`src/hw/edx_pkg.sv`:
```
package edx_pkg;
  // Register byte addresses
  localparam logic [7:0] EDX_A_CTRL = 8'h00;
  localparam logic [7:0] EDX_A_WIN  = 8'h04;
  localparam logic [7:0] EDX_A_CYC  = 8'h08;
  localparam logic [7:0] EDX_A_DIV  = 8'h0C;
  localparam logic [7:0] EDX_A_POS  = 8'h10;
  localparam logic [7:0] EDX_A_BLK  = 8'h14;
  localparam logic [7:0] EDX_A_STAT = 8'h18;
  // Control field positions, and the row field of the block register
  localparam int EDX_F_OUT = 0;
  localparam int EDX_F_IN  = 2;
  localparam int EDX_F_BST = 4;
  localparam int EDX_F_SRC = 5;
  localparam int EDX_F_CMB = 7;
  localparam int EDX_F_PAT = 9;
  localparam int EDX_F_ROW = 8;
  // Step sizes as shifts: window 128 bits, position 16 bits, per channel
  localparam int EDX_WSTEP_SH = 7;
  localparam int EDX_PSTEP_SH = 4;
  localparam logic [1:0] EDX_CMB_MAX = 2'h2;
  // Limits in single-channel bits; step counts stay the same when combined
  localparam int EDX_MIN_WIN_BITS = 12800;
  localparam int EDX_MIN_CYC_BITS = 25600;
  localparam int EDX_GAP_BITS     = 512;
  localparam logic [31:0] EDX_MIN_WIN = 32'(EDX_MIN_WIN_BITS >> EDX_WSTEP_SH);
  localparam logic [31:0] EDX_MIN_CYC = 32'(EDX_MIN_CYC_BITS >> EDX_WSTEP_SH);
  localparam logic [31:0] EDX_GAP     = 32'(EDX_GAP_BITS >> EDX_WSTEP_SH);
  localparam logic [31:0] EDX_MAX_CYC = 32'h0100_0000;
  // Divider limits
  localparam logic       EDX_NARROW_RATE = 1'b0;
  localparam logic [8:0] EDX_DIV_MIN     = 9'h008;
  localparam logic [8:0] EDX_DIV_MAX     = 9'h1FF;
  localparam logic [8:0] EDX_DIV_16      = 9'h010;
  localparam logic [8:0] EDX_DIV_32      = 9'h020;
  localparam logic [8:0] EDX_DIV_64      = 9'h040;
  localparam logic [8:0] EDX_DIV_RST     = 9'h040;
  // Reset values
  localparam logic [31:0] EDX_WIN_RST = 32'h0000_0064;
  localparam logic [31:0] EDX_CYC_RST = 32'h0000_00C8;

  typedef enum logic [1:0] {
    EDX_OUT_DIV   = 2'b00,
    EDX_OUT_PSYNC = 2'b01,
    EDX_OUT_SYNC  = 2'b10,
    EDX_OUT_ERR   = 2'b11
  } edx_out_t;
  typedef enum logic [1:0] {
    EDX_IN_BURST = 2'b00,
    EDX_IN_MASK  = 2'b01,
    EDX_IN_CAPT  = 2'b10,
    EDX_IN_OFF   = 2'b11
  } edx_in_t;
  typedef enum logic [1:0] {
    EDX_SRC_INT  = 2'b00,
    EDX_SRC_TRIG = 2'b01,
    EDX_SRC_EN   = 2'b10
  } edx_src_t;
  typedef enum logic [1:0] {
    EDX_PAT_PLAIN = 2'b00,
    EDX_PAT_MIXED = 2'b01,
    EDX_PAT_SEQ   = 2'b10
  } edx_pat_t;
endpackage

```
`src/hw/edx_aux_io.sv`:
```
// Added by the designer: the placing of the registers and the plain strobed port.
module edx_aux_io
  import edx_pkg::*;
(
  input  wire logic        clk_i,
  input  wire logic        arst_n_i,
  input  wire logic [7:0]  addr_i,
  input  wire logic [31:0] wdata_i,
  input  wire logic        we_i,
  input  wire logic        re_i,
  output logic      [31:0] rdata_o,
  input  wire logic        aux_i,
  output logic             aux_out_o,
  input  wire logic        bit_vld_i,
  input  wire logic        pat_start_i,
  input  wire logic        err_i,
  input  wire logic        sync_i,
  input  wire logic [7:0]  blk_i,
  input  wire logic [7:0]  row_i,
  output logic             meas_en_o,
  output logic             capture_o
);
  edx_out_t    out_q;
  edx_in_t     in_q;
  edx_src_t    src_q;
  edx_pat_t    pat_q;
  logic        bst_q;
  logic [1:0]  cmb_q;
  logic [31:0] win_q;
  logic [31:0] cyc_q;
  logic [8:0]  div_q;
  logic [31:0] pos_q;
  logic [7:0]  blk_q;
  logic [7:0]  row_q;
  logic        aux_m_q;
  logic        aux_s_q;
  logic        aux_d_q;
  logic        rise;
  logic [9:0]  stp_q;
  logic [9:0]  stp_max;
  logic        bit_end;
  logic [31:0] gcnt_q;
  logic [31:0] win_eff;
  logic        open_q;
  logic        trig_start;
  logic        valid;
  logic        mask;
  logic [39:0] pcnt_q;
  logic [39:0] pos_bits;
  logic        pos_hit;
  logic [8:0]  dcnt_q;
  logic        psync;
  logic        aux_d;
  logic [31:0] rdata_q;
  logic        aux_out_q;
  logic        meas_en_q;
  logic        capture_q;
  logic [31:0] wclamp;
  logic [31:0] cclamp;
  logic        div_ok;

  // Write-side limits on window, cycle and divider
  always_comb begin
    wclamp = (wdata_i < EDX_MIN_WIN) ? EDX_MIN_WIN : wdata_i;
    cclamp = (wdata_i < EDX_MIN_CYC) ? EDX_MIN_CYC : wdata_i;
    if (cclamp > EDX_MAX_CYC) begin
      cclamp = EDX_MAX_CYC;
    end
    if (EDX_NARROW_RATE) begin
      div_ok = (wdata_i[8:0] == EDX_DIV_16) || (wdata_i[8:0] == EDX_DIV_32)
            || (wdata_i[8:0] == EDX_DIV_64);
    end else begin
      div_ok = (wdata_i[8:0] >= EDX_DIV_MIN) && (wdata_i[8:0] <= EDX_DIV_MAX);
    end
    div_ok = div_ok && (wdata_i[31:9] == 23'h00_0000);
  end

  // Configuration registers; out-of-range divider writes are dropped
  always_ff @(posedge clk_i or negedge arst_n_i) begin
    if (!arst_n_i) begin
      out_q <= EDX_OUT_DIV;
      in_q  <= EDX_IN_OFF;
      src_q <= EDX_SRC_INT;
      pat_q <= EDX_PAT_PLAIN;
      bst_q <= 1'b0;
      cmb_q <= 2'h0;
      win_q <= EDX_WIN_RST;
      cyc_q <= EDX_CYC_RST;
      div_q <= EDX_DIV_RST;
      pos_q <= 32'h0000_0000;
      blk_q <= 8'h00;
      row_q <= 8'h00;
    end else if (we_i) begin
      unique case (addr_i)
        EDX_A_CTRL: begin
          out_q <= edx_out_t'(wdata_i[EDX_F_OUT +: 2]);
          in_q  <= edx_in_t'(wdata_i[EDX_F_IN +: 2]);
          bst_q <= wdata_i[EDX_F_BST];
          if (wdata_i[EDX_F_SRC +: 2] != 2'b11) begin
            src_q <= edx_src_t'(wdata_i[EDX_F_SRC +: 2]);
          end
          cmb_q <= (wdata_i[EDX_F_CMB +: 2] > EDX_CMB_MAX) ? EDX_CMB_MAX
                 : wdata_i[EDX_F_CMB +: 2];
          if (wdata_i[EDX_F_PAT +: 2] != 2'b11) begin
            pat_q <= edx_pat_t'(wdata_i[EDX_F_PAT +: 2]);
          end
        end
        EDX_A_WIN: win_q <= wclamp;
        EDX_A_CYC: cyc_q <= cclamp;
        EDX_A_DIV: begin
          if (div_ok) begin
            div_q <= wdata_i[8:0];
          end
        end
        EDX_A_POS: pos_q <= wdata_i;
        EDX_A_BLK: begin
          blk_q <= wdata_i[7:0];
          row_q <= wdata_i[EDX_F_ROW +: 8];
        end
        default: ;
      endcase
    end
  end

  // Aux pin resynchroniser; the second stage feeds logic, the third only the rise detect
  always_ff @(posedge clk_i or negedge arst_n_i) begin
    if (!arst_n_i) begin
      aux_m_q <= 1'b0;
      aux_s_q <= 1'b0;
      aux_d_q <= 1'b0;
    end else begin
      aux_m_q <= aux_i;
      aux_s_q <= aux_m_q;
      aux_d_q <= aux_s_q;
    end
  end
  assign rise = aux_s_q && !aux_d_q;

  // Window step is 128 bits per channel combined
  assign stp_max = 10'((32'd1 << (EDX_WSTEP_SH + int'(cmb_q))) - 32'd1);
  // Greater-or-equal: a step count left above a smaller limit after a
  // combination change ends its step at once instead of wrapping 10 bits
  assign bit_end = bit_vld_i && (stp_q >= stp_max);
  assign trig_start = bst_q && (in_q == EDX_IN_BURST) && (src_q == EDX_SRC_TRIG)
                   && rise && !open_q;
  // Window is cut short so the idle gap before cycle end always remains
  assign win_eff = (win_q < cyc_q - EDX_GAP) ? win_q : cyc_q - EDX_GAP;

  // Bit counter inside one step; a trigger realigns it
  always_ff @(posedge clk_i or negedge arst_n_i) begin
    if (!arst_n_i) begin
      stp_q <= 10'h000;
    end else if (trig_start) begin
      stp_q <= 10'h000;
    end else if (bit_vld_i) begin
      stp_q <= bit_end ? 10'h000 : stp_q + 10'h001;
    end
  end

  // Step counter: free cycle for the internal gate, window length for trigger
  always_ff @(posedge clk_i or negedge arst_n_i) begin
    if (!arst_n_i) begin
      gcnt_q <= 32'h0000_0000;
      open_q <= 1'b0;
    end else if (src_q == EDX_SRC_TRIG) begin
      if (trig_start) begin
        gcnt_q <= 32'h0000_0000;
        open_q <= 1'b1;
      end else if (open_q && bit_end) begin
        gcnt_q <= gcnt_q + 32'h0000_0001;
        if (gcnt_q >= win_q - 32'h0000_0001) begin
          open_q <= 1'b0;
        end
      end
    end else begin
      open_q <= 1'b0;
      if (bit_end) begin
        gcnt_q <= (gcnt_q >= cyc_q - 32'h0000_0001) ? 32'h0000_0000
                : gcnt_q + 32'h0000_0001;
      end
    end
  end

  // Gate and mask decision for each received bit
  always_comb begin
    valid = 1'b1;
    if (bst_q) begin
      unique case (src_q)
        EDX_SRC_INT:  valid = gcnt_q < win_eff;
        EDX_SRC_TRIG: valid = open_q;
        EDX_SRC_EN:   valid = aux_s_q && (in_q == EDX_IN_BURST);
        default:      valid = 1'b0;
      endcase
    end
    mask = (in_q == EDX_IN_MASK) && !aux_s_q;
  end

  // Qualified bit strobe to the counters, and capture start pulse
  always_ff @(posedge clk_i or negedge arst_n_i) begin
    if (!arst_n_i) begin
      meas_en_q <= 1'b0;
      capture_q <= 1'b0;
    end else begin
      meas_en_q <= bit_vld_i && valid && !mask;
      capture_q <= (in_q == EDX_IN_CAPT) && rise;
    end
  end

  // Bit position since pattern start, in 16-bit steps per channel
  assign pos_bits = {8'h00, pos_q} << (EDX_PSTEP_SH + int'(cmb_q));
  assign pos_hit  = bit_vld_i && (pcnt_q == pos_bits);

  always_ff @(posedge clk_i or negedge arst_n_i) begin
    if (!arst_n_i) begin
      pcnt_q <= 40'h00_0000_0000;
    end else if (pat_start_i) begin
      pcnt_q <= {39'h0, bit_vld_i};
    end else if (bit_vld_i) begin
      pcnt_q <= pcnt_q + 40'h00_0000_0001;
    end
  end

  // Divider restarts on every pattern start to keep its phase locked
  always_ff @(posedge clk_i or negedge arst_n_i) begin
    if (!arst_n_i) begin
      dcnt_q <= 9'h000;
    end else if (pat_start_i) begin
      dcnt_q <= 9'h000;
    end else if (bit_vld_i) begin
      dcnt_q <= (dcnt_q >= div_q - 9'h001) ? 9'h000 : dcnt_q + 9'h001;
    end
  end

  // Sync pulse source per pattern type
  always_comb begin
    unique case (pat_q)
      EDX_PAT_PLAIN: psync = pos_hit;
      EDX_PAT_MIXED: psync = (blk_i == blk_q) && (row_i == row_q);
      EDX_PAT_SEQ:   psync = pos_hit && (blk_i == blk_q);
      default:       psync = 1'b0;
    endcase
  end

  // One function at a time on the aux output
  always_comb begin
    unique case (out_q)
      EDX_OUT_DIV:   aux_d = dcnt_q < (div_q >> 1);
      EDX_OUT_PSYNC: aux_d = psync;
      EDX_OUT_SYNC:  aux_d = sync_i;
      EDX_OUT_ERR:   aux_d = !err_i;
    endcase
  end

  always_ff @(posedge clk_i or negedge arst_n_i) begin
    if (!arst_n_i) begin
      aux_out_q <= 1'b1;
    end else begin
      aux_out_q <= aux_d;
    end
  end

  // Read port; unmapped addresses read zero, data valid one cycle later
  always_ff @(posedge clk_i or negedge arst_n_i) begin
    if (!arst_n_i) begin
      rdata_q <= 32'h0000_0000;
    end else if (re_i) begin
      unique case (addr_i)
        EDX_A_CTRL: rdata_q <= {21'h0, pat_q, cmb_q, src_q, bst_q, in_q, out_q};
        EDX_A_WIN:  rdata_q <= win_q;
        EDX_A_CYC:  rdata_q <= cyc_q;
        EDX_A_DIV:  rdata_q <= {23'h0, div_q};
        EDX_A_POS:  rdata_q <= pos_q;
        EDX_A_BLK:  rdata_q <= {16'h0, row_q, blk_q};
        EDX_A_STAT: rdata_q <= {27'h0, sync_i, aux_out_q, aux_s_q, open_q, valid};
        default:    rdata_q <= 32'h0000_0000;
      endcase
    end else begin
      rdata_q <= 32'h0000_0000;
    end
  end

  assign rdata_o   = rdata_q;
  assign aux_out_o = aux_out_q;
  assign meas_en_o = meas_en_q;
  assign capture_o = capture_q;
endmodule

```
`config.mk`:
```
export PLATFORM = sky130hd
export DESIGN_NAME = edx_aux_io
export DESIGN_NICKNAME = d
export VERILOG_FILES = /design/src/hw/edx_pkg.sv /design/src/hw/edx_aux_io.sv
export SDC_FILE = /design/constraint.sdc
export NUM_CORES = 1
export LEC_CHECK = 0
export BUFFER_PORTS_ARGS = -buffer_cell sky130_fd_sc_hd__buf_2
export CAP_MARGIN = 20
export CORE_ASPECT_RATIO = 0.9
export CORE_MARGIN = 3
export CORE_UTILIZATION = 63
export DETAILED_ROUTE_END_ITERATION = 12
export GPL_TIMING_DRIVEN = 0
export PLACE_DENSITY_LB_ADDON = 0.12
export SETUP_SLACK_MARGIN = 0.05
export SLEW_MARGIN = 20
export SYNTH_ARGS = -nofsm -noshare
export SYNTH_HDL_FRONTEND = slang
export SYNTH_SLANG_ARGS = --single-unit
```
`constraint.sdc`:
```
create_clock -name clk_i -period 9.5 [get_ports clk_i]
set_input_delay 0.475 -clock clk_i [delete_from_list [all_inputs] [get_ports clk_i]]
set_output_delay 0.475 -clock clk_i [all_outputs]
set_load 0.05 [all_outputs]
```
# == Yosys cells after proc, flatten, opt, wreduce, memory -nomap -nowiden ==
# Index checks and enable logic that the tools add are counted.
# totals
register_bits,262
inputBits,65
out_inout_bits,35
elab_cells,141
# op_classes
addsub,11
magnitude_cmp,13
n_eq_ne,22
shifts,2
muxes,28
n_reduce_logical,41
# op_table
cell,count
32-bit two-way mux,10
32-bit case mux with 7 select lines,1
40-bit two-way mux,2
32-bit >= comparator,2
32-bit less-than comparator,2
32-bit by 1-bit subtractor with 32-bit output (second input constant),2
40-bit by 1-bit adder with 40-bit output (second input constant),1
40-bit == test,1
32-bit by 4-bit left shift with 40-bit output,1
32-bit by 1-bit adder with 32-bit output (second input constant),1
32-bit by 25-bit greater-than comparator with 1-bit output (second input constant),1
32-bit by 7-bit less-than comparator with 1-bit output (second input constant),1
32-bit by 8-bit less-than comparator with 1-bit output (second input constant),1
32-bit by 3-bit subtractor with 32-bit output (second input constant),1
10-bit two-way mux,3
9-bit two-way mux,3
8-bit by 5-bit == test with 1-bit output (second input constant),3
23-bit logical NOT,1
1-bit logical AND,17
8-bit by 4-bit == test with 1-bit output (second input constant),2
8-bit == test,2
2-bit AND reduction,7
10-bit by 1-bit adder with 10-bit output (second input constant),1
2-bit == test (second input constant),5
24 further kinds,46

# == Logic depth before layout (Yosys ltp) ==
# logic_depth
ltp_word,9
depth_mapped,29
ltp_nobuf,25

# == Worst setup path before layout ==
# OpenSTA, ideal clock, no wires.
# synth_path
path_kind,register to register
from,register cyc_q[2]
to,"register meas_en_q, in the netlist meas_en_o"
t_arrival_ns,6.544
slack_ns,2.878
path_stages_with_launch,30
synth_period_minus_slack_ns,6.622
path_cell_list,dfrtp_1 clkbuf_1 inv_1 ha_1 nor3b_1 and3_1 buf_2 nand4_1 nor3_1 nor4bb_1 clkbuf_2 and2b_1 xnor2_1 ha_1 nand4_1 nor2_1 a221o_1 a211o_1 nor2_1 clkbuf_1 mux2_2 ha_1 a21o_1 a21o_1 a221o_1 a211oi_1 o21ai_0 o21ba_2 a221o_1 a21oi_1
# synth_via
elab_chain_cells,8
# synth_lines
element,line_no,text
from (decl),edx_aux_io.sv:30,logic [31:0] cyc_q;
from (signal assigned),edx_aux_io.sv:109,EDX_A_CYC: cyc_q <= cclamp;
32-bit by 3-bit subtractor with 32-bit output *,edx_aux_io.sv:147,assign win_eff = (win_q < cyc_q - EDX_GAP) ? win_q : cyc_q - EDX_GAP;
32-bit less-than comparator,edx_aux_io.sv:147,
32-bit two-way mux *,edx_aux_io.sv:147,
32-bit less-than comparator *,edx_aux_io.sv:189,EDX_SRC_INT: valid = gcnt_q < win_eff;
1-bit case mux with 3 select lines *,edx_aux_io.sv:188,unique case (src_q)
1-bit two-way mux *,edx_aux_io.sv:187,if (bst_q) begin
1-bit logical AND * (2 in a row),edx_aux_io.sv:204,meas_en_q <= bit_vld_i && valid && !mask;
to (signal assigned),edx_aux_io.sv:204,
to (decl),edx_aux_io.sv:56,logic meas_en_q;
# Every way passes the cells marked *; elsewhere a longest branch is shown, timed or not.
# A chain may end at the register's enable or synchronous reset.

# == Worst setup path after layout ==
# layout_path
from,register cyc_q[2]
to,"register rdata_q[0], in the netlist rdata_o[0]"
# layout_via
elab_chain_cells,8
# layout_lines
element,line_no,text
32-bit by 3-bit subtractor with 32-bit output *,edx_aux_io.sv:147,
32-bit less-than comparator,edx_aux_io.sv:147,
32-bit two-way mux *,edx_aux_io.sv:147,
32-bit less-than comparator *,edx_aux_io.sv:189,
1-bit case mux with 3 select lines *,edx_aux_io.sv:188,
1-bit two-way mux *,edx_aux_io.sv:187,
32-bit case mux with 7 select lines *,edx_aux_io.sv:267,unique case (addr_i)
32-bit two-way mux *,edx_aux_io.sv:266,end else if (re_i) begin
to (signal assigned),edx_aux_io.sv:268,"EDX_A_CTRL: rdata_q <= {21'h0, pat_q, cmb_q, src_q, bst_q, in_q, out_q};"
to (signal assigned),edx_aux_io.sv:269,EDX_A_WIN: rdata_q <= win_q;
to (signal assigned),edx_aux_io.sv:270,EDX_A_CYC: rdata_q <= cyc_q;
to (decl),edx_aux_io.sv:54,logic [31:0] rdata_q;
# Marks and branches as above.

==> flow_summary.json <==
{
  "die_area_um2": 31500,
  "cts-htree-levels": 1,
  "dr_total_vias": 16600,
  "cts_setup_buffers": 0,
  "dr.pass1.iters": 6,
  "syn2layout_area_growth_pct": 10.9,
  "yosysTopAreaCellShare_pct": 34.0,
  "grt_max_degree": 92,
  "setup_viol": 0,
  "core_um2": 28400,
  "dp.cells": 2463,
  "synth-seq-cells": 262,
  "io_pins": 100,
  "min_period_over_period_pct": 93.2,
  "ir_drop_mv": 0.137,
  "relSlewSlack_pct": 37.6,
  "synthFlopType": "dfrtp_1",
  "cts.root.buffer_cell": "clkbuf_16",
  "cts_tree": "done",
  "whs_endpoint": "aux_m_q",
  "reg2reg_setup_slack_ns": 0.65,
  "routabilityCongestion": 0.976,
  "cp.required_ns": 9.88,
  "rsz0062_at_grt": "false",
  "final_nets": 2333,
  "async_flop_share_pct": 100,
  "die_w_um": 187,
  "min_from": "aux_i",
  "grt_pass1_vias": 15800,
  "die-height_um": 169,
  "slew_violations": 0,
  "post-route-drc-count": 0,
  "r2r-start": "cyc_q[2]",
  "postRouteAntennaNets": 0,
  "synth.distinct_cells": 76,
  "post-route-util_pct": 72.2,
  "leakagePower_uw": 0.0100,
  "yosysTopAreaCell": "dfrtp_1",
  "clockBufferDepth": 3,
  "max_freq_mhz": 113,
  "timing.rr.end": "rdata_o[0]",
  "synth-xor-area-share_pct": 8.60,
  "synth_area_um2": 18500,
  "synth.area.top_cells": "dfrtp_1 34%, ha_1 11%, mux2_2 5.8%",
  "numCtsBuffers": 29,
  "post_synth_most_frequent_cells": "252 x dfrtp_1, 173 x nor2_1, 170 x nand2_1",
  "cts_num_sinks": 262,
  "cp_slowest_stage_delay_ns": 0.61,
  "synth_mux_area_share_pct": 10.1,
  "gr-total-overflow": 0,
  "portBuffers": 95,
  "stdcell_count": 2516,
  "synth_seq_area_share_pct": 35.4,
  "routedWlPerCell_um": 22.9,
  "min_period_ns": 8.85,
  "status": "finished clean",
  "clock_latency_ns": 0.56,
  "cp.arrival_ns": 9.24,
  "synth_edf_count": 0,
  "dp_hpwl_mm": 44.9,
  "drv_cap": 0,
  "rows": 58,
  "layout-drive-gt1-share_pct": 13.9,
  "yosys.area_share.simple_pct": 17.4,
  "antenna_found_initial": 1,
  "hold_viol": 0,
  "critPathKind": "flop to flop",
  "worst_path_max_delay_cell": "nor2_1",
  "viasPerCell": 6.58,
  "whs_path_depth": 1,
  "worstPathMaxFanout": 10,
  "synth_top_family_by_area": "simple AND/OR/NAND/NOR gates",
  "skew_ns": 0.0140,
  "drt-initial-drc-count": 1736,
  "start_util_pct": 65.1,
  "drt-total-wl_mm": 57.7,
  "end_kind": "flop",
  "gr-usage-all-layers_pct": 35.8,
  "yosys_warnings": 0,
  "synth_adder_area_share_pct": 11.0,
  "cp-start-kind": "flop",
  "syn_inst": 1971,
  "yosys.cell_count.top_type": "dfrtp_1",
  "tightestPinTransition_ns": 0.931,
  "holdWs_ns": 0.0316,
  "grt_pass1_wl_mm": 88.9,
  "final.setup.tns_ns": 0,
  "synth_compound_area_share_pct": 13.9,
  "hold_class": "primary input to flop",
  "syn_area_per_cell_um2": 9.40,
  "clkTransAtPathRegs_ns": 0.06,
  "cellPowerDensity_nw_per_um2": 142,
  "reg2regPathDepth": 29
}
-- flip-flops by register name, indices dropped and copies added (netlist names), 8 cells and up --
| register | flops |
|---|---|
| blk_q | 8 |
| cyc_q | 32 |
| dcnt_q | 9 |
| div_q | 9 |
| gcnt_q | 32 |
| pcnt_q | 40 |
| pos_q | 32 |
| rdata_o | 32 |
| row_q | 8 |
| stp_q | 10 |
| win_q | 32 |
-- report_power, final --
part / internal, µW / total [µW] / switching (µW)
sequential: 1170 / 1250 / 82.0
clock: 653 / 1120 / 462
combinational: 231 / 554 / 324
-- through the flow --
stage | power, µW | worst slack (ns) | area [µm²]
floorplan | 1610 | 2.88 | 18500
detailed placement | 1810 | 0.860 | 19600
CTS | 2920 | 0.795 | 20500
finish | 2920 | 0.646 | 20500
global route | 3040 | 0.242 | 20500
global placement | 1780 | 0.954 | 19500
-- cell families after synthesis --
group | Yosys count
mux | 144
xor+xnor | 182
simple gates | 655
compound gates | 395
other cells | 1
buf+inv | 169
flops | 262
fa+ha+maj | 163
-- layout make-up --
class / count / area, µm²
Multi-Input combinational cell: 1544 / 11300
Fill cell: 2196 / 7910
Sequential cell: 262 / 6570
Clock buffer: 43 / 828
Timing Repair Buffer: 99 / 578
Tap cell: 390 / 488
Buffer: 98 / 388
Inverter: 71 / 267
Clock inverter: 8 / 98.8
Antenna cell: 1 / 2.50
-- routing by layer --
metal	vias to the layer above	share of wire, %	wire (µm)	GRT usage (%)
met5	-	0.014	8	0
met4	2	3.1	1770	10.1
met3	120	12	6760	9.11
met2	927	42	24500	53.7
met1	8081	43	24700	52.0
li1	7423	-	-	-
-- critical path: cells and delay by family (launching register included) --
kind	cells	cell delay (ns)
XOR/XNOR	1	0.28
buffers and inverters	5	1.23
AND/OR/NAND/NOR	14	4.07
multiplexers	1	0.38
flip-flops	1	0.39
AO/OA/AOI/OAI	5	1.49
adder cells (fa/ha/maj)	3	0.81
-- cell usage in the layout (no fill, tap or decap), drive strengths merged, types with 6 or more instances in the layout --
cell type	synthesis	routed
and3	26	26
nor2b	12	12
nor4	32	32
dfstp	10	10
o31ai	11	11
clkbuf	81	124
a21o	44	44
nor2	173	173
or3	19	19
a211oi	11	11
a22o	31	31
and2	17	17
inv	71	72
nor3	33	33
dfrtp	252	252
or4	10	10
a221oi	8	8
nand4	48	48
mux4	25	25
a22oi	27	27
o22ai	8	8
xnor2	105	105
ha	163	163
buf	17	115
and4	6	6
a21oi	110	110
nand3	73	73
nand2b	14	14
a31oi	13	13
xor2	77	77
o21ai	85	85
mux2i	24	24
mux2	95	95
nand2	170	170
-- worst max path at each step --
stage | startpoint | to
after floorplan | cyc_q[2] | meas_en_o
after global placement | cyc_q[2] | rdata_o[0]
after detailed placement | cyc_q[2] | rdata_o[0]
after CTS | cyc_q[2] | rdata_o[0]
after global routing | cyc_q[2] | rdata_o[0]
final | cyc_q[2] | rdata_o[0]
-- what timing repair did --
| action | in CTS | in global routing |
|---|---|---|
| resized for setup | 0 | 2 |
| endpoints found under the hold margin | 33 | 0 |
| setup endpoints to repair | 0 | 1 |
| hold buffers | 1 | 0 |
(Power assumes the default switching activity.)
